$ cat config.mk
export PLATFORM = sky130hd
export DESIGN_NAME = abt_block_tx_host
export DESIGN_NICKNAME = d
export VERILOG_FILES = /design/src/hw/abt_pkg.sv /design/src/hw/abt_block_tx_host.sv /design/src/hw/abt_label_pool.sv /design/src/hw/abt_byte_packer.sv
export SDC_FILE = /design/constraint.sdc
export NUM_CORES = 1
export LEC_CHECK = 0
export ABC_AREA = 1
export BUFFER_PORTS_ARGS = -buffer_cell sky130_fd_sc_hd__buf_2
export CORE_MARGIN = 5
export CORE_UTILIZATION = 40
export CTS_CLUSTER_SIZE = 30
export DETAILED_ROUTE_END_ITERATION = 12
export SYNTH_ARGS = -nofsm -noshare
export SYNTH_HDL_FRONTEND = slang
export SYNTH_SLANG_ARGS = --single-unit
$ cat constraint.sdc
create_clock -name clock -period 8.7 [get_ports clock]
set_input_delay 1.74 -clock clock [delete_from_list [all_inputs] [get_ports clock]]
set_output_delay 1.74 -clock clock [all_outputs]
set_load 0.005 [all_outputs]
$ cat src/hw/abt_pkg.sv
// Constants, types and header-building functions for the block-transmit host.
// Assumes the device reads big-endian quadlets: byte 0 sits in bits 31:24.
package abt_pkg;

  // ****************************************************************
  // Field positions and widths
  // ****************************************************************
  localparam int          SPD_LSB      = 16;
  localparam int          TLABEL_LSB   = 10;
  localparam int          RT_LSB       = 8;
  localparam int          TCODE_LSB    = 4;
  localparam int          LEN_LSB      = 16;
  localparam int          RCODE_LSB    = 12;
  localparam int          BUS_W        = 10;
  localparam int          NODE_W       = 6;
  localparam int          SYNC_STAGES  = 3;

  // ****************************************************************
  // Encodings
  // ****************************************************************
  localparam logic [1:0]  SPD_100      = 2'h0;
  localparam logic [1:0]  SPD_200      = 2'h1;
  localparam logic [1:0]  SPD_400      = 2'h2;
  localparam logic [1:0]  SPD_UNDEF    = 2'h3;
  localparam logic [1:0]  RT_NEW       = 2'h0;
  localparam logic [1:0]  RT_X         = 2'h1;
  localparam logic [1:0]  RT_A         = 2'h2;
  localparam logic [1:0]  RT_B         = 2'h3;
  localparam logic [3:0]  PRIO_CABLE   = 4'h0;
  localparam logic [3:0]  RC_COMPLETE  = 4'h0;
  localparam logic [3:0]  RC_CONFLICT  = 4'h4;
  localparam logic [3:0]  RC_DATA      = 4'h5;
  localparam logic [3:0]  RC_TYPE      = 4'h6;
  localparam logic [3:0]  RC_ADDRESS   = 4'h7;

  // ****************************************************************
  // Types
  // ****************************************************************
  typedef struct packed {
    logic [1:0]        spd;
    logic [5:0]        tlabel;
    logic [1:0]        rt;
    logic [3:0]        tcode;
    logic [BUS_W-1:0]  bus;
    logic [NODE_W-1:0] node;
    logic [47:0]       offset;
    logic              is_resp;
    logic [3:0]        rcode;
    logic [15:0]       length;
    logic [15:0]       ext_tcode;
  } abt_cmd_t;

  typedef enum logic [2:0] {
    ST_IDLE = 3'b000,
    ST_WAIT = 3'b001,
    ST_HDR0 = 3'b010,
    ST_HDR1 = 3'b011,
    ST_HDR2 = 3'b100,
    ST_HDR3 = 3'b101,
    ST_DATA = 3'b110
  } abt_state_t;

  typedef struct packed {
    logic [31:0] data;
    logic        wr;
  } abt_fifo_t;

  // ****************************************************************
  // Functions
  // ****************************************************************
  function automatic logic rcode_legal(logic [3:0] rc);
    return (rc == RC_COMPLETE) || (rc == RC_CONFLICT) || (rc == RC_DATA) ||
           (rc == RC_TYPE) || (rc == RC_ADDRESS);
  endfunction

  function automatic logic cmd_ok(abt_cmd_t c);
    return (c.spd != SPD_UNDEF) && (c.is_resp ? rcode_legal(c.rcode) : (c.offset[1:0] == 2'h0));
  endfunction

  function automatic logic [14:0] quadlets(logic [15:0] len);
    logic [16:0] s;
    s = {1'b0, len} + 17'h00003;
    return s[16:2];
  endfunction

  function automatic logic [31:0] hdr_quadlet(abt_cmd_t c, abt_state_t st, logic [5:0] lbl);
    case (st)
      ST_HDR0: return {14'h0000, c.spd, lbl, c.rt, c.tcode, PRIO_CABLE};
      ST_HDR1: return c.is_resp ? {c.bus, c.node, c.rcode, 12'h000} : {c.bus, c.node, c.offset[47:32]};
      ST_HDR2: return c.is_resp ? 32'h00000000 : c.offset[31:0];
      default: return {c.length, c.ext_tcode};
    endcase
  endfunction

  // Mask of the pad bytes in the final payload quadlet
  function automatic logic [31:0] pad_mask(logic [15:0] len);
    case (len[1:0])
      2'h1:    return 32'h00ffffff;
      2'h2:    return 32'h0000ffff;
      2'h3:    return 32'h000000ff;
      default: return 32'h00000000;
    endcase
  endfunction

endpackage

$ cat src/hw/abt_block_tx_host.sv
// Host controller that writes block packets into the device's transmit FIFO.
// Assumes the device raises its full pin early enough to absorb five more writes.
`timescale 1ns/1ps

// Contract
// - Write the packet information quadlet first, then two quadlets of 64-bit address.
// - Fourth quadlet: byte count high 16 bits, extended code low 16; payload follows.
// - First quadlet: speed 17:16, label 15:10, retry 9:8, code 7:4, priority 3:0.
// - Each outstanding transaction carries its own distinct label; responses match by label.
// - Retry code: 00 new, 01 retry X, 10 retry A, 11 retry B.
// - Priority field is always zero on cable.
// - Destination is a 10-bit bus number followed by a 6-bit node number.
// - The 48-bit destination offset is a multiple of four.
// - For lock responses the top four offset-high bits carry the response code; rest reserved.
// - A zero length means no payload quadlets follow the header.
// - The first payload byte sits in byte 0 of the first payload quadlet.
// - Response codes 0, 4, 5, 6, 7 are defined; all others are reserved.
module abt_block_tx_host
(
  // Clock and reset
  input  wire logic              clock,
  input  wire logic              reset_n,
  // Command
  input  wire logic              cmd_valid,
  input  wire abt_pkg::abt_cmd_t cmd,
  output logic                   cmd_ready,
  output logic                   cmd_done,
  output logic                   cmd_error,
  output logic [5:0]             cmd_label,
  // Payload bytes
  input  wire logic [7:0]        pay_byte,
  input  wire logic              pay_valid,
  output logic                   pay_ready,
  // Label release
  input  wire logic              free_valid,
  input  wire logic [5:0]        free_label,
  // Device transmit FIFO pins
  output logic [31:0]            fifo_data,
  output logic                   fifo_wr,
  input  wire logic              fifo_full
);

  // ****************************************************************
  // State
  // ****************************************************************
  typedef struct packed {
    abt_pkg::abt_state_t            st;
    abt_pkg::abt_cmd_t              cmd;
    logic [5:0]                     label;
    logic [14:0]                    qcnt;
    abt_pkg::abt_fifo_t             fifo;
    abt_pkg::abt_state_t            kind;
    logic                           ready;
    logic                           done;
    logic                           error;
    logic [abt_pkg::SYNC_STAGES-1:0] sync;
    logic                           full;
  } abt_host_t;

  abt_host_t q;
  abt_host_t d;

  logic        accept;
  logic        start;
  logic        alloc;
  logic        avail;
  logic [5:0]  pool_label;
  logic [31:0] word;
  logic        word_valid;
  logic        take;

  assign cmd_ready = q.ready;
  assign cmd_done  = q.done;
  assign cmd_error = q.error;
  assign cmd_label = q.label;
  assign fifo_data = q.fifo.data;
  assign fifo_wr   = q.fifo.wr;

  assign accept = (q.st == abt_pkg::ST_IDLE) && q.ready && cmd_valid;
  assign start  = accept && abt_pkg::cmd_ok(cmd);
  assign alloc  = (q.st == abt_pkg::ST_WAIT) && avail;
  assign take   = (q.st == abt_pkg::ST_DATA) && word_valid && !q.full;

  // ****************************************************************
  // Helpers
  // ****************************************************************
  abt_label_pool u_pool
  (
    .clock      (clock),
    .reset_n    (reset_n),
    .alloc      (alloc),
    .avail      (avail),
    .label      (pool_label),
    .free_valid (free_valid),
    .free_label (free_label)
  );

  abt_byte_packer u_pack
  (
    .clock      (clock),
    .reset_n    (reset_n),
    .start      (start),
    .length     (cmd.length),
    .in_byte    (pay_byte),
    .in_valid   (pay_valid),
    .in_ready   (pay_ready),
    .word       (word),
    .word_valid (word_valid),
    .take       (take)
  );

  // ****************************************************************
  // Sequencer
  // ****************************************************************
  always_comb
  begin
    d         = q;
    d.fifo.wr = 1'b0;
    d.done    = 1'b0;
    d.error   = 1'b0;
    // Full pin is trusted only once two later stages agree
    d.sync    = {q.sync[1:0], fifo_full};
    if (q.sync[1] == q.sync[2])
    begin
      d.full = q.sync[2];
    end
    case (q.st)
      abt_pkg::ST_IDLE:
      begin
        if (accept)
        begin
          if (!abt_pkg::cmd_ok(cmd))
          begin
            // Bad speed, misaligned offset or reserved response code
            d.error = 1'b1;
          end
          else
          begin
            d.cmd = cmd;
            if (cmd.is_resp)
            begin
              // A response reuses the label of the request it answers
              d.label = cmd.tlabel;
              d.st    = abt_pkg::ST_HDR0;
            end
            else
            begin
              d.st = abt_pkg::ST_WAIT;
            end
          end
        end
      end
      abt_pkg::ST_WAIT:
      begin
        if (avail)
        begin
          d.label = pool_label;
          d.st    = abt_pkg::ST_HDR0;
        end
      end
      abt_pkg::ST_HDR0, abt_pkg::ST_HDR1, abt_pkg::ST_HDR2, abt_pkg::ST_HDR3:
      begin
        if (!q.full)
        begin
          // Header quadlets go out strictly in order
          d.fifo.wr   = 1'b1;
          d.fifo.data = abt_pkg::hdr_quadlet(q.cmd, q.st, q.label);
          d.kind      = q.st;
          case (q.st)
            abt_pkg::ST_HDR0: d.st = abt_pkg::ST_HDR1;
            abt_pkg::ST_HDR1: d.st = abt_pkg::ST_HDR2;
            abt_pkg::ST_HDR2: d.st = abt_pkg::ST_HDR3;
            default:
            begin
              d.qcnt = abt_pkg::quadlets(q.cmd.length);
              if (q.cmd.length == 16'h0000)
              begin
                d.st   = abt_pkg::ST_IDLE;
                d.done = 1'b1;
              end
              else
              begin
                d.st = abt_pkg::ST_DATA;
              end
            end
          endcase
        end
      end
      abt_pkg::ST_DATA:
      begin
        if (take)
        begin
          d.fifo.wr   = 1'b1;
          d.fifo.data = word;
          d.kind      = abt_pkg::ST_DATA;
          d.qcnt      = q.qcnt - 15'h0001;
          if (q.qcnt == 15'h0001)
          begin
            d.st   = abt_pkg::ST_IDLE;
            d.done = 1'b1;
          end
        end
      end
      default:
      begin
        d.st = abt_pkg::ST_IDLE;
      end
    endcase
    d.ready = (d.st == abt_pkg::ST_IDLE);
  end

  always_ff @(posedge clock or negedge reset_n)
  begin
    if (!reset_n)
    begin
      q <= '0;
    end
    else
    begin
      q <= d;
    end
  end

  logic wr0;
  logic wr1;
  logic wr2;
  logic wr3;
  logic wrd;

  assign wr0 = q.fifo.wr && (q.kind == abt_pkg::ST_HDR0);
  assign wr1 = q.fifo.wr && (q.kind == abt_pkg::ST_HDR1);
  assign wr2 = q.fifo.wr && (q.kind == abt_pkg::ST_HDR2);
  assign wr3 = q.fifo.wr && (q.kind == abt_pkg::ST_HDR3);
  assign wrd = q.fifo.wr && (q.kind == abt_pkg::ST_DATA);
endmodule // abt_block_tx_host

$ cat src/hw/abt_label_pool.sv
// Transaction label pool: hands out free labels and takes them back.
// Assumes the user returns a label once the matching response is seen.
`timescale 1ns/1ps

module abt_label_pool
(
  // Clock and reset
  input  wire logic       clock,
  input  wire logic       reset_n,
  // Allocation
  input  wire logic       alloc,
  output logic            avail,
  output logic [5:0]      label,
  // Release
  input  wire logic       free_valid,
  input  wire logic [5:0] free_label
);

  typedef struct packed {
    logic [63:0] busy;
  } abt_pool_t;

  abt_pool_t q;
  abt_pool_t d;

  function automatic logic [6:0] first_free(logic [63:0] busy);
    logic [6:0] r;
    r = 7'h40;
    for (int i = 63; i >= 0; i--)
    begin
      if (!busy[i])
      begin
        r = 7'(i);
      end
    end
    return r;
  endfunction

  logic [6:0] pick;

  assign pick  = first_free(q.busy);
  assign avail = !pick[6];
  assign label = pick[5:0];

  // Allocation wins over a release of the same label in one cycle
  always_comb
  begin
    d = q;
    if (free_valid)
    begin
      d.busy[free_label] = 1'b0;
    end
    if (alloc && avail)
    begin
      d.busy[label] = 1'b1;
    end
  end

  always_ff @(posedge clock or negedge reset_n)
  begin
    if (!reset_n)
    begin
      q <= '0;
    end
    else
    begin
      q <= d;
    end
  end
endmodule // abt_label_pool

$ cat src/hw/abt_byte_packer.sv
// Packs a payload byte stream into quadlets, first byte in bits 31:24.
// Assumes the byte count is loaded by start before any byte is offered.
`timescale 1ns/1ps

module abt_byte_packer
(
  // Clock and reset
  input  wire logic        clock,
  input  wire logic        reset_n,
  // Control
  input  wire logic        start,
  input  wire logic [15:0] length,
  // Byte stream in
  input  wire logic [7:0]  in_byte,
  input  wire logic        in_valid,
  output logic             in_ready,
  // Quadlet out
  output logic [31:0]      word,
  output logic             word_valid,
  input  wire logic        take
);

  typedef struct packed {
    logic [31:0] word;
    logic [1:0]  lane;
    logic [15:0] left;
    logic        full;
    logic        ready;
  } abt_pack_t;

  abt_pack_t q;
  abt_pack_t d;

  assign in_ready   = q.ready;
  assign word       = q.word;
  assign word_valid = q.full;

  always_comb
  begin
    d = q;
    if (start)
    begin
      d      = '0;
      d.left = length;
    end
    else
    begin
      if (take)
      begin
        // Clearing here leaves zero pad bytes in a short final quadlet
        d.full = 1'b0;
        d.word = 32'h00000000;
        d.lane = 2'h0;
      end
      if (in_valid && q.ready)
      begin
        d.word[{2'(2'h3 - q.lane), 3'h0} +: 8] = in_byte;
        d.lane = q.lane + 2'h1;
        d.left = q.left - 16'h0001;
        if ((q.lane == 2'h3) || (q.left == 16'h0001))
        begin
          d.full = 1'b1;
        end
      end
    end
    d.ready = !d.full && (d.left != 16'h0000);
  end

  always_ff @(posedge clock or negedge reset_n)
  begin
    if (!reset_n)
    begin
      q <= '0;
    end
    else
    begin
      q <= d;
    end
  end
endmodule // abt_byte_packer

Word-level counts from Yosys, hierarchy flattened:

Index checks and enable logic that the tools add are counted.

* bits of input ports: 135
* output and inout port bits: 43
* register bits after elaboration: 295
* word-level logic and storage cells: 206

* order comparisons: 4
* $add $sub $neg: 6
* equality and inequality tests: 22
* reduce and logical (&&, ||, !) cells: 35
* shifts and indexed selects: 2
* muxes and demuxes: 107
* bitwise logic cells: 3

Operators with widths (count)
* 7-bit two-way mux: 64
* 124-bit two-way mux: 2
* 51-bit two-way mux: 4
* 64-bit two-way mux: 2
* 51-bit one-hot mux with 2 select lines: 1
* 32-bit one-hot mux with 3 select lines: 1
* 34-bit two-way mux: 2
* 64-bit AND: 1
* 64-bit inverter: 1
* 64-bit bitwise OR: 1
* 32-bit bitwise mux: 1
* 32-bit two-way mux: 1
* 8-bit by 7-bit variable shift with 32-bit output, first input constant: 1
* 8-bit by 7-bit variable part select with 32-bit output: 1
* 16-bit by 2-bit adder with 17-bit output, second input constant: 1
* 16-bit by 1-bit equality test with 1-bit output, second input constant: 1
* 4-bit by 3-bit equality test with 1-bit output, second input constant: 4
* 16-bit logical NOT: 1
* 16-bit two-way mux: 1
* 16-bit nonzero test: 1
* 16-bit by 1-bit subtractor with 16-bit output, second input constant: 1
* 15-bit by 1-bit equality test with 1-bit output, second input constant: 1
* 15-bit two-way mux: 1
* 3-bit two-way mux: 5
* 34 further kinds: 79

Depth between registers and ports, before layout:

Gate-level depths: netlist of the first run.

* depth after elaboration: 70
* gate-level depth with buffers: 67
* depth with buffers taken out: 66

By module:

Synthesis of the first run repeated with hierarchy kept, for this count alone.

* cell total of the unflattened synthesis: 2091
* area total of the unflattened synthesis: 15616.2 sq um

Modules (own cells, without submodules)
* abt_block_tx_host: area each 8772.2 sq um, times used 1, cells an instance 1139
* abt_label_pool: area each 3708.6 sq um, times used 1, cells an instance 529
* abt_byte_packer: area each 3135.5 sq um, times used 1, cells an instance 423

Worst setup path after synthesis of the first run:

No wires, ideal clock.

* path kind: register to register
* start: register u_pool.q[63] in the netlist's numbering
* end: register u_pool.q[56] in the netlist's numbering
* data arrival time: 3.468 ns
* path buffers: 1
* cell stages (with the launch flop): 68
* setup slack: 5.111 ns
* cell sequence: dfrtp_1 inv_1 nand2_1 nand2_1 nand2_1 nand2_1 nand2_1 nand2_1 nand2_1 nand2_1 nand2_1 nand2_1 nand2_1 nand2_1 nand2_1 nand2_1 nand2_1 nand2_1 (+32 left out) nand2_1 nand2_1 nand2_1 nand2_1 nand2_1 nand2_1 nand2_1 nand2_1 nand2_1 nand2_1 nand2_1 nand2_1 nand2_2 nand2_4 nand2_4 buf_6 nand3_1 nand2_1

RTL lines
* from (decl): RTL line abt_label_pool.sv:23 `abt_pool_t q;`
* from (signal assigned): RTL line abt_label_pool.sv:63 `q <= '0;`
* from (signal assigned): RTL line abt_label_pool.sv:67 `q <= d;`

Final worst setup path of the first run:

* start: register q[179] in the netlist's numbering
* end: register q[45] in the netlist's numbering

* word-level cells in the longest chain between the ends: 5
* elaborated cells between the ends (all ways): 15
* classes of those cells: 8 x eq/ne; 1 x mux; 6 x reduce/logical

RTL lines
* from (decl): RTL line abt_block_tx_host.sv:60 `abt_host_t q;`
* from (signal assigned): RTL line abt_block_tx_host.sv:216 `q <= '0;`
* from (signal assigned): RTL line abt_block_tx_host.sv:220 `q <= d;`
* 3-bit equality test: RTL line abt_block_tx_host.sv:82, abt_block_tx_host.sv:127
* 1-bit logical AND (2 in series): RTL line abt_block_tx_host.sv:82 `assign take = (q.st == abt_pkg::ST_DATA) && word_valid && !q.full;`
* 2-bit != test (no line)
* 4-bit AND reduction (no line)

Parallel ways exist; a longest one is shown, timed or not.
A chain may end at the register's enable or synchronous reset.

==> results.toml, run 1 <==
[outcome]
run_status = "complete, no violations"

[logic_synthesis]
synth_top_area_cell = "dfrtp_1"
ys_ff_latch = 289
synth.cell_area_mm2 = 0.0146
synth_top_area_frac = 0.496
ys_seq_area_frac = 0.496
ys_types = 41
syn-num-nets = 2055
avgSynthCellArea_um2 = 7.63
yosys_warnings = 0
syn_inst = 1911
synth_area_leaders = "dfrtp_1 (50%), nand2_1 (17%), o21ai_0 (5.8%), nand3_1 (5.2%), inv_1 (4.1%)"

[cts]
cts_buffers = 31
worstSkewPairLatency_ps = 570
cts_hold_buffers = 0
post_cts_buffers = 0
cts_sinks = 289
clkTransAtPathRegs_ps = 60
cts_root_buf = "clkbuf_16"
cts_tree = "yes"
cts_buffer_depth = 3
cts_resized = 0
htreeDepth = 1

[setup_path]
reg2reg_depth = 15
critPathLaunchType = "flop"
end_kind = "flop"
critical_path_arrival_ps = 5250
path_class = "flop to flop"
cp_data_required_time_ps = 9140
worstPathMaxFanout = 37

[placement]
dp.cells = 2458
io_buffers = 177
placed_cell_area_mm2 = 0.0156
dpl.hpwl_mm = 31.6
gp_congestion = 0.881

[final_layout]
layout-drive-gt1-share = 0.124
fin_cells = 2511
finalNetCount = 2167
fillers = 3704
area_growth_pct = 13.8
multi_input_area_mm2 = 0.00615
ff_latch_area_mm2 = 0.00723
diodes = 0
final_area_mm2 = 0.0166

[drt]
routed-via-count = 13400
drtPass1Iterations = 8
drt-initial-drc-count = 1113
routed_wl_mm = 45.1
wire_per_inst_um = 18.0
drc = 0
vias_per_cell = 5.32
detail-route-antenna-nets = 0

[floorplan]
io_pins = 178
die_area_mm2 = 0.0404
die_x_um = 201
core_area_mm2 = 0.0363
initial_core_util = 0.402
fp-row-count = 70
die_h_um = 201

[global_route]
grt_pass1_vias = 13000
gr-total-overflow = 0
grt_max_degree = 122
track_usage = 0.217
antenna_found_initial = 1
grt_pass1_wl_mm = 72.2

[timing]
finalSetupViolations = 0
slew_headroom = 0.168
finalCritPeriodShare = 0.553
rsz0062_at_grt = "no"
finalClockSkew_ps = 19.4
worst_pin_slew_ps = 1240
fin_crit_ps = 4810
fmax_mhz = 208
hold_viol = 0
finalMaxSlewViolations = 0
fin_setup_tns_ps = 0

[power_and_ir_drop]
ir_worst_vdd_mv = 0.169
p_per_area_mw_per_mm2 = 329
power_uw = 5460
p_leak_uw = 0.00841

[min_path]
hold_class = "flop to flop"
min_delay_path_depth = 0

[flow_run]
max-cap-violations = 0
## report_power, final
group          switching [uW]  internal [uW]
logic                    1420            634
registers                 327           1790
clock network             550            743
## flip-flops by register name (all words and copies together) (netlist names)
register / count
cmd_done: 1
fifo_data: 32
u_pool.q: 64
fifo_wr: 1
u_pack.q: 18
u_pack.word: 32
cmd_ready: 1
q: 129
cmd_label: 6
u_pack.in_ready: 1
d: 2
cmd_error: 1
u_pack.word_valid: 1
## synthesized netlist by cell type
library cell,count
nand2_1,663
a32o_1,2
or4_1,1
ha_1,9
buf_4,40
o32ai_1,4
mux2_2,2
nand3_2,1
nor3_1,24
o21a_1,2
clkinv_1,5
dfrtp_1,289
o21bai_1,2
buf_6,3
o2111ai_1,1
clkbuf_1,66
o22ai_1,18
inv_1,161
xnor2_1,4
xor2_1,6
nor2_1,149
o221ai_1,1
nand4_1,35
nor4_1,6
or2_2,1
a22oi_1,24
a21oi_1,27
a31oi_1,2
buf_1,5
inv_2,1
a41oi_1,1
nand2_2,1
a221oi_1,6
o211ai_1,5
o31ai_1,17
o311ai_0,4
a41o_1,1
nand3_1,151
nand2_4,2
o21ai_0,168
maj3_1,1
## critical path: stages (launching register included)
cell and delay [ps]:
dfrtp_1 410, nor2_1 150, inv_1 60, nor2_1 710
inv_1 200, nand2_1 130, nor2_1 50, buf_4 240
inv_1 490, nor2_1 240, nor2_2 120, buf_4 400
nor2_2 50, buf_4 260, nor2_2 740, mux2_2 420
## final cells by class
cell class	instances	area share
flip-flops and latches	289	0.436
multi-input cells	1341	0.370
repair buffers	193	0.0620
clock buffers	43	0.0519
inverters	167	0.0379
well taps	468	0.0353
clock inverters	10	0.00641
## cells in the final DEF (no fill, tap or decap), types with 3 or more instances in the layout
| master | count |
|---|---|
| o311ai_0 | 4 |
| nand2_1 | 663 |
| nor3_1 | 22 |
| nand4_1 | 35 |
| xnor2_1 | 4 |
| o211ai_1 | 5 |
| o22ai_1 | 18 |
| a22oi_1 | 24 |
| nor4_1 | 6 |
| nor2_2 | 3 |
| dfrtp_1 | 289 |
| o31ai_1 | 17 |
| clkinv_2 | 6 |
| nand3_1 | 151 |
| clkbuf_16 | 31 |
| buf_4 | 15 |
| clkbuf_1 | 8 |
| xor2_1 | 6 |
| clkbuf_8 | 4 |
| ha_1 | 9 |
| o21ai_0 | 168 |
| buf_2 | 176 |
| a21oi_1 | 27 |
| nor2_1 | 145 |
| a221oi_1 | 6 |
| clkinv_1 | 5 |
| inv_1 | 160 |
| o32ai_1 | 4 |
## metrics by stage
stage          setup slack, ps  utilization  hold WS [ps]
6_report                  3890        0.457           387
5_1_grt                   3440        0.457           396
4_1_cts                   3960        0.457           388
3_5_place_dp              3890        0.431           372
3_3_place_gp              3980        0.431           374
2_1_floorplan             5110            -           331
## worst paths after layout
check | slack, ps | startpoint | to
hold reg to reg | 390 | d[3] | q[3]
setup reg to reg | 3890 | q[179] | q[45]
max in group asynchronous | 6110 | reset_n | q[143]
min in group asynchronous | 1220 | reset_n | u_pack.q[8]
setup / recovery | 3890 | q[179] | q[45]
hold / removal | 390 | d[3] | q[3]
## cell families (layout without fill, tap and decap cells)
family,count (synthesis),count (layout),share of synthesized area
compound gates,285,285,0.114
xor+xnor,10,10,0.00601
fa+ha+maj,10,10,0.00841
buf+inv,281,413,0.0842
flops,289,289,0.496
mux,2,2,0.00154
simple gates,1034,1034,0.290
## layer usage
layer | GRT usage | part of all wire | up-vias | wire, um
li1 | - | - | 6424 | -
met3 | 0.0313 | 0.063 | 74 | 2820
met5 | 0 | 0.00018 | - | 8
met2 | 0.336 | 0.44 | 428 | 20000
met4 | 0.0521 | 0.024 | 2 | 1090
met1 | 0.323 | 0.47 | 6432 | 21200
Note: power is estimated with default switching activity, not from simulation.
==> inputs of run 2 (changes only) <==
==> constraint.sdc (replaced) <==
create_clock -name clock -period 4.1 [get_ports clock]
set_input_delay 0.82 -clock clock [delete_from_list [all_inputs] [get_ports clock]]
set_output_delay 0.82 -clock clock [all_outputs]
set_load 0.005 [all_outputs]
==> run 2 against run 1 <==
  * The run now ends with negative setup slack left
  * Global-route usage barely moved
  * Highest routed layer is now met4
  * Largest power group is now combinational logic
  * Cell area rose by 4.1%
  * Largest cell class unchanged
  * Routed wire length rose by 1.6%
  * Core utilization rose by 1.9 points
  * Clock power rose to 2.5 times the previous value
  * Non-clock buffer count rose by 20
==> results.toml, run 2 (synthesis gave the netlist of run 1 again) <==
[drt]
drt-initial-drc-count = 1050
routed-via-count = 13400
drtPass1Iterations = 7
detail-route-antenna-nets = 0
drc = 0
wire_per_inst_um = 18.0
vias_per_cell = 5.25
routed_wl_mm = 45.8

[timing]
slew_headroom = 0.459
finalSetupViolations = 33
fin_ws_ps = -34.4
finalMaxSlewViolations = 0
fmax_mhz = 242
rsz0062_at_grt = "yes"
hold_viol = 0
finalCritPeriodShare = 1.01
worst_pin_slew_ps = 810
fin_crit_ps = 4130
finalClockSkew_ps = 17.3

[placement]
dp.cells = 2475
dpl.hpwl_mm = 31.5
io_buffers = 177
gp_congestion = 0.875

[flow_run]
max-cap-violations = 0

[power_and_ir_drop]
power_uw = 12600
p_sw_frac = 0.411
pwr-share-clk = 0.256
p_leak_uw = 0.00869
seqPwrFrac = 0.354
combPwrFrac = 0.390
ir_worst_vdd_mv = 0.491
p_per_area_mw_per_mm2 = 732
p_int_uw = 7460
switchingPower_uw = 5190

[min_path]
hold_class = "input pin to asynchronous set/reset pin"

[cts]
cts_sinks = 289
worstSkewPairLatency_ps = 510
clkTransAtPathRegs_ps = 60
cts_tree = "yes"
cts_root_buf = "clkbuf_16"
cts_buffers = 34
htreeDepth = 2
cts_buffer_depth = 3
cts_hold_buffers = 0

[setup_path]
path_class = "flop to flop"
critPathCapture = "u_pool.q[36]"
critical_path_arrival_ps = 4520
critPathLaunchType = "flop"
crit_top_cell = "nand2_1"
reg2reg_slack_ps = -30
r2r_start = "u_pool.q[63]"
worstPathMaxFanout = 8
critPathMaxStageDelay_ps = 390
critical_path.startpoint = "u_pool.q[63]"
rr_endpoint = "u_pool.q[36]"
reg2reg_depth = 66
cp_data_required_time_ps = 4490
end_kind = "flop"
cp_slowest_cell = "dfrtp_1"

[floorplan]
io_pins = 178
die_x_um = 201
core_area_mm2 = 0.0363
initial_core_util = 0.402
die_h_um = 201
fp-row-count = 70
die_area_mm2 = 0.0404

[final_layout]
largest_register_ffs = 129
fin_cells = 2543
final_common_cell = "nand2_1"
diodes = 0
largest-register = "q"
multi_input_area_mm2 = 0.00634
largestRegisters = "q x129, u_pool.q x64"
area_growth_pct = 18.4
finalNetCount = 2194
ff_latch_area_mm2 = 0.00723
fillers = 3579
final_cell_mix = "nand2_1 (662), dfrtp_1 (289), buf_2 (176), inv_1 (160), o21ai_0 (160)"
layout-drive-gt1-share = 0.147

[global_route]
antenna_found_initial = 0
gr-total-overflow = 0
grt_pass1_wl_mm = 71.9
track_usage = 0.217
grt_max_degree = 129
grt_pass1_vias = 13000

[outcome]
failed_checks = "negative setup slack"
run_status = "finished, violations left"
-- run 2: repair_timing --
| item | in CTS | in global routing |
|---|---|---|
| pin swaps | 0 | 5 |
| endpoints found under the setup margin | 32 | 65 |
| gates resized for setup | 1 | 40 |
| setup buffers | 0 | 1 |
| hold endpoints to repair | 0 | 0 |
| gates cloned | 0 | 6 |
-- run 2: layout make-up --
type,count,share of cell area
Sequential cell,289,0.419
Multi-Input combinational cell,1345,0.367
Timing Repair Buffer,213,0.0736
Clock buffer,53,0.0617
Inverter,167,0.0364
Tap cell,468,0.0339
Clock inverter,8,0.00812
-- run 2: worst max-delay path: cells and delay by family, from the launching register on --
family | cells | cell delay (ps)
flops | 1 | 390
buf+inv | 1 | 60
simple gates | 65 | 3480
-- run 2: stage by stage --
stage	TNS, ps	instance area, um^2	hold WS, ps	utilization	setup slack [ps]
2_1_floorplan	0	14600	331	-	511
3_3_place_gp	0	15800	342	0.435	4.31
3_5_place_dp	-0.997	15800	338	0.435	-0.939
4_1_cts	0	17000	346	0.469	41.3
5_1_grt	-39550	17300	353	0.476	-635
6_report	-473	17300	327	0.476	-34.4
-- run 2: power by group through the flow --
stage                     registers [uW]  clock network [uW]  logic, uW
after floorplan                     4270                   0       3190
after global placement              4480                   0       4400
after detailed placement            4490                   0       4460
after CTS                           4460                3300       4500
after global routing                4590                3410       5490
final                               4480                3240       4930
-- run 2: layer usage --
layer  vias to the layer above  wire length, um  GRT usage
met5                         -                0          0
met2                       441            20300      0.331
met3                        79             3090     0.0423
met4                         0             1160     0.0578
li1                       6489                -          -
met1                      6350            21200      0.317
-- run 2: how the worst min path moves through the flow --
stage,startpoint,endpoint,depth (start not counted)
floorplan,d[2],d[3],0
global placement,d[2],d[3],0
global route,d[2],d[3],0
detailed placement,d[2],d[3],0
CTS,reset_n,u_pack.q[5],1
finish,reset_n,q[89],1
==> inputs of run 3 (changes only) <==
--- a/config.mk
+++ b/config.mk
@@ -8,9 +8,10 @@
 export ABC_AREA = 1
 export BUFFER_PORTS_ARGS = -buffer_cell sky130_fd_sc_hd__buf_2
 export CORE_MARGIN = 5
-export CORE_UTILIZATION = 40
+export CORE_UTILIZATION = 53
 export CTS_CLUSTER_SIZE = 30
 export DETAILED_ROUTE_END_ITERATION = 12
+export PLACE_DENSITY = 0.77
 export SYNTH_ARGS = -nofsm -noshare
 export SYNTH_HDL_FRONTEND = slang
 export SYNTH_SLANG_ARGS = --single-unit
==> run 3 against run 2 <==
  * The flow now finishes without violations
  * Die area shrank 23%
  * Critical path depth grew 1
  * Via count grew 2.4%
  * Largest power group unchanged
  * Routed wire length shrank 5.0%
  * Hold slack lost 37 ps
  * Count of clock-buffer cells in the layout shrank 10
==> results.toml, run 3 (synthesis gave the netlist of run 1 again) <==
[outcome]
run_status = "complete, no violations"

[timing]
worst_pin_slew_ps = 925
fin_crit_ps = 4070
finalMaxSlewViolations = 0
rsz0062_at_grt = "yes"
hold_viol = 0
finalClockSkew_ps = 30.0
slew_headroom = 0.384
fmax_mhz = 246
finalSetupViolations = 0
finalCritPeriodShare = 0.993
whs_ps = 290
fin_ws_ps = 27.6

[placement]
io_buffers = 177
dpl.hpwl_mm = 30.1
dpl_worst_slack_ps = 96.5
placed_cell_area_mm2 = 0.0156
dp.cells = 2347
gp_congestion = 0.951

[final_layout]
area_growth_pct = 14.7
finalNetCount = 2186
final_area_mm2 = 0.0167
final_cell_mix = "nand2_1 (663), dfrtp_1 (289), buf_2 (176), o21ai_0 (164), inv_1 (160)"
final_common_cell = "nand2_1"
fillers = 2397
diodes = 0
largest_register_ffs = 129
largestRegisters = "q x129, u_pool.q x64"
fin_cells = 2404
layout-drive-gt1-share = 0.136
largest-register = "q"

[global_route]
gr-total-overflow = 0
track_usage = 0.280
grt_max_degree = 129
grt_pass1_wl_mm = 70.5
grt_pass1_vias = 13600
antenna_found_initial = 0

[cts]
cts_buffers = 34
cts_sinks = 289
cts_buffer_depth = 3
post_cts_buffers = 0
clkTransAtPathRegs_ps = 60
htreeDepth = 2
cts_resized = 0
cts_hold_buffers = 0
cts_tree = "yes"
cts_root_buf = "clkbuf_16"
worstSkewPairLatency_ps = 520

[setup_path]
worstSetupPathDepth = 67
cp.buffers_inverters = 2
end_kind = "flop"
crit_family = "simple AND/OR/NAND/NOR gates"
critPathLaunchType = "flop"
crit_top_cell = "nand2_1"
cp_slowest_cell = "dfrtp_1"
worstPathMaxFanout = 15
critical_path_arrival_ps = 4460
reg2reg_depth = 67
critPathMaxStageDelay_ps = 380
path_class = "flop to flop"
cp_data_required_time_ps = 4480

[drt]
vias_per_cell = 5.69
drtPass1Iterations = 6
drt-initial-drc-count = 1529
drc = 0
routed-via-count = 13700
wire_per_inst_um = 18.1
detail-route-antenna-nets = 0
routed_wl_mm = 43.5

[floorplan]
initial_core_util = 0.539
die_area_mm2 = 0.0309
fp-row-count = 60
die_x_um = 176
die_h_um = 176
io_pins = 178
core_area_mm2 = 0.0270

[power_and_ir_drop]
ir_worst_vdd_mv = 0.454
power_uw = 12000
p_per_area_mw_per_mm2 = 717
p_leak_uw = 0.00857

[min_path]
hold_class = "input pin to asynchronous set/reset pin"

[flow_run]
max-cap-violations = 0
==> run 3: cell types whose count changed in the layout (fill, tap and decap cells not counted), sizes merged <==
cell / previous run / this run
nand2: 670 / 666
inv: 162 / 163
clkinv: 9 / 17
buf: 211 / 209
clkbuf: 55 / 43
bufinv: 4 / 1
==> run 3: power by group <==
group	switching [uW]	total, uW	internal [uW]
Clock	1200	2920	1720
Sequential	701	4490	3790
Combinational	3070	4590	1520
Total	4980	12000	7030
==> run 3: path summary, 6_finish.rpt <==
kind / slack [ps] / startpoint / end
max reg2reg: 30 / u_pool.q[63] / u_pool.q[36]
min in group clock: 400 / d[3] / q[3]
min reg2reg: 400 / d[3] / q[3]
max: 30 / u_pool.q[63] / u_pool.q[36]
min: 290 / reset_n / u_pack.q[12]
max in group asynchronous: 2810 / reset_n / u_pool.q[62]
==> run 3: metrics by stage <==
| step | util | setup TNS, ps |
|---|---|---|
| detailed placement | 0.578 | 0 |
| global route | 0.619 | -28730 |
| CTS | 0.618 | 0 |
| floorplan | - | 0 |
| global placement | 0.578 | 0 |
| finish | 0.619 | 0 |
==> run 3: layout make-up <==
class | instances | area [um^2] | share of cell area
Inverter | 167 | 629 | 0.0376
Multi-Input combinational cell | 1341 | 6160 | 0.368
Timing Repair Buffer | 209 | 1210 | 0.0721
Clock buffer | 43 | 956 | 0.0571
Clock inverter | 14 | 118 | 0.00703
Tap cell | 341 | 427 | 0.0255
Sequential cell | 289 | 7230 | 0.432
==> run 3: per-layer routing <==
metal | track usage | part of all wire
met1 | 0.401 | 0.43
met2 | 0.434 | 0.45
met3 | 0.0555 | 0.097
met4 | 0.0897 | 0.030
met5 | 0 | 0
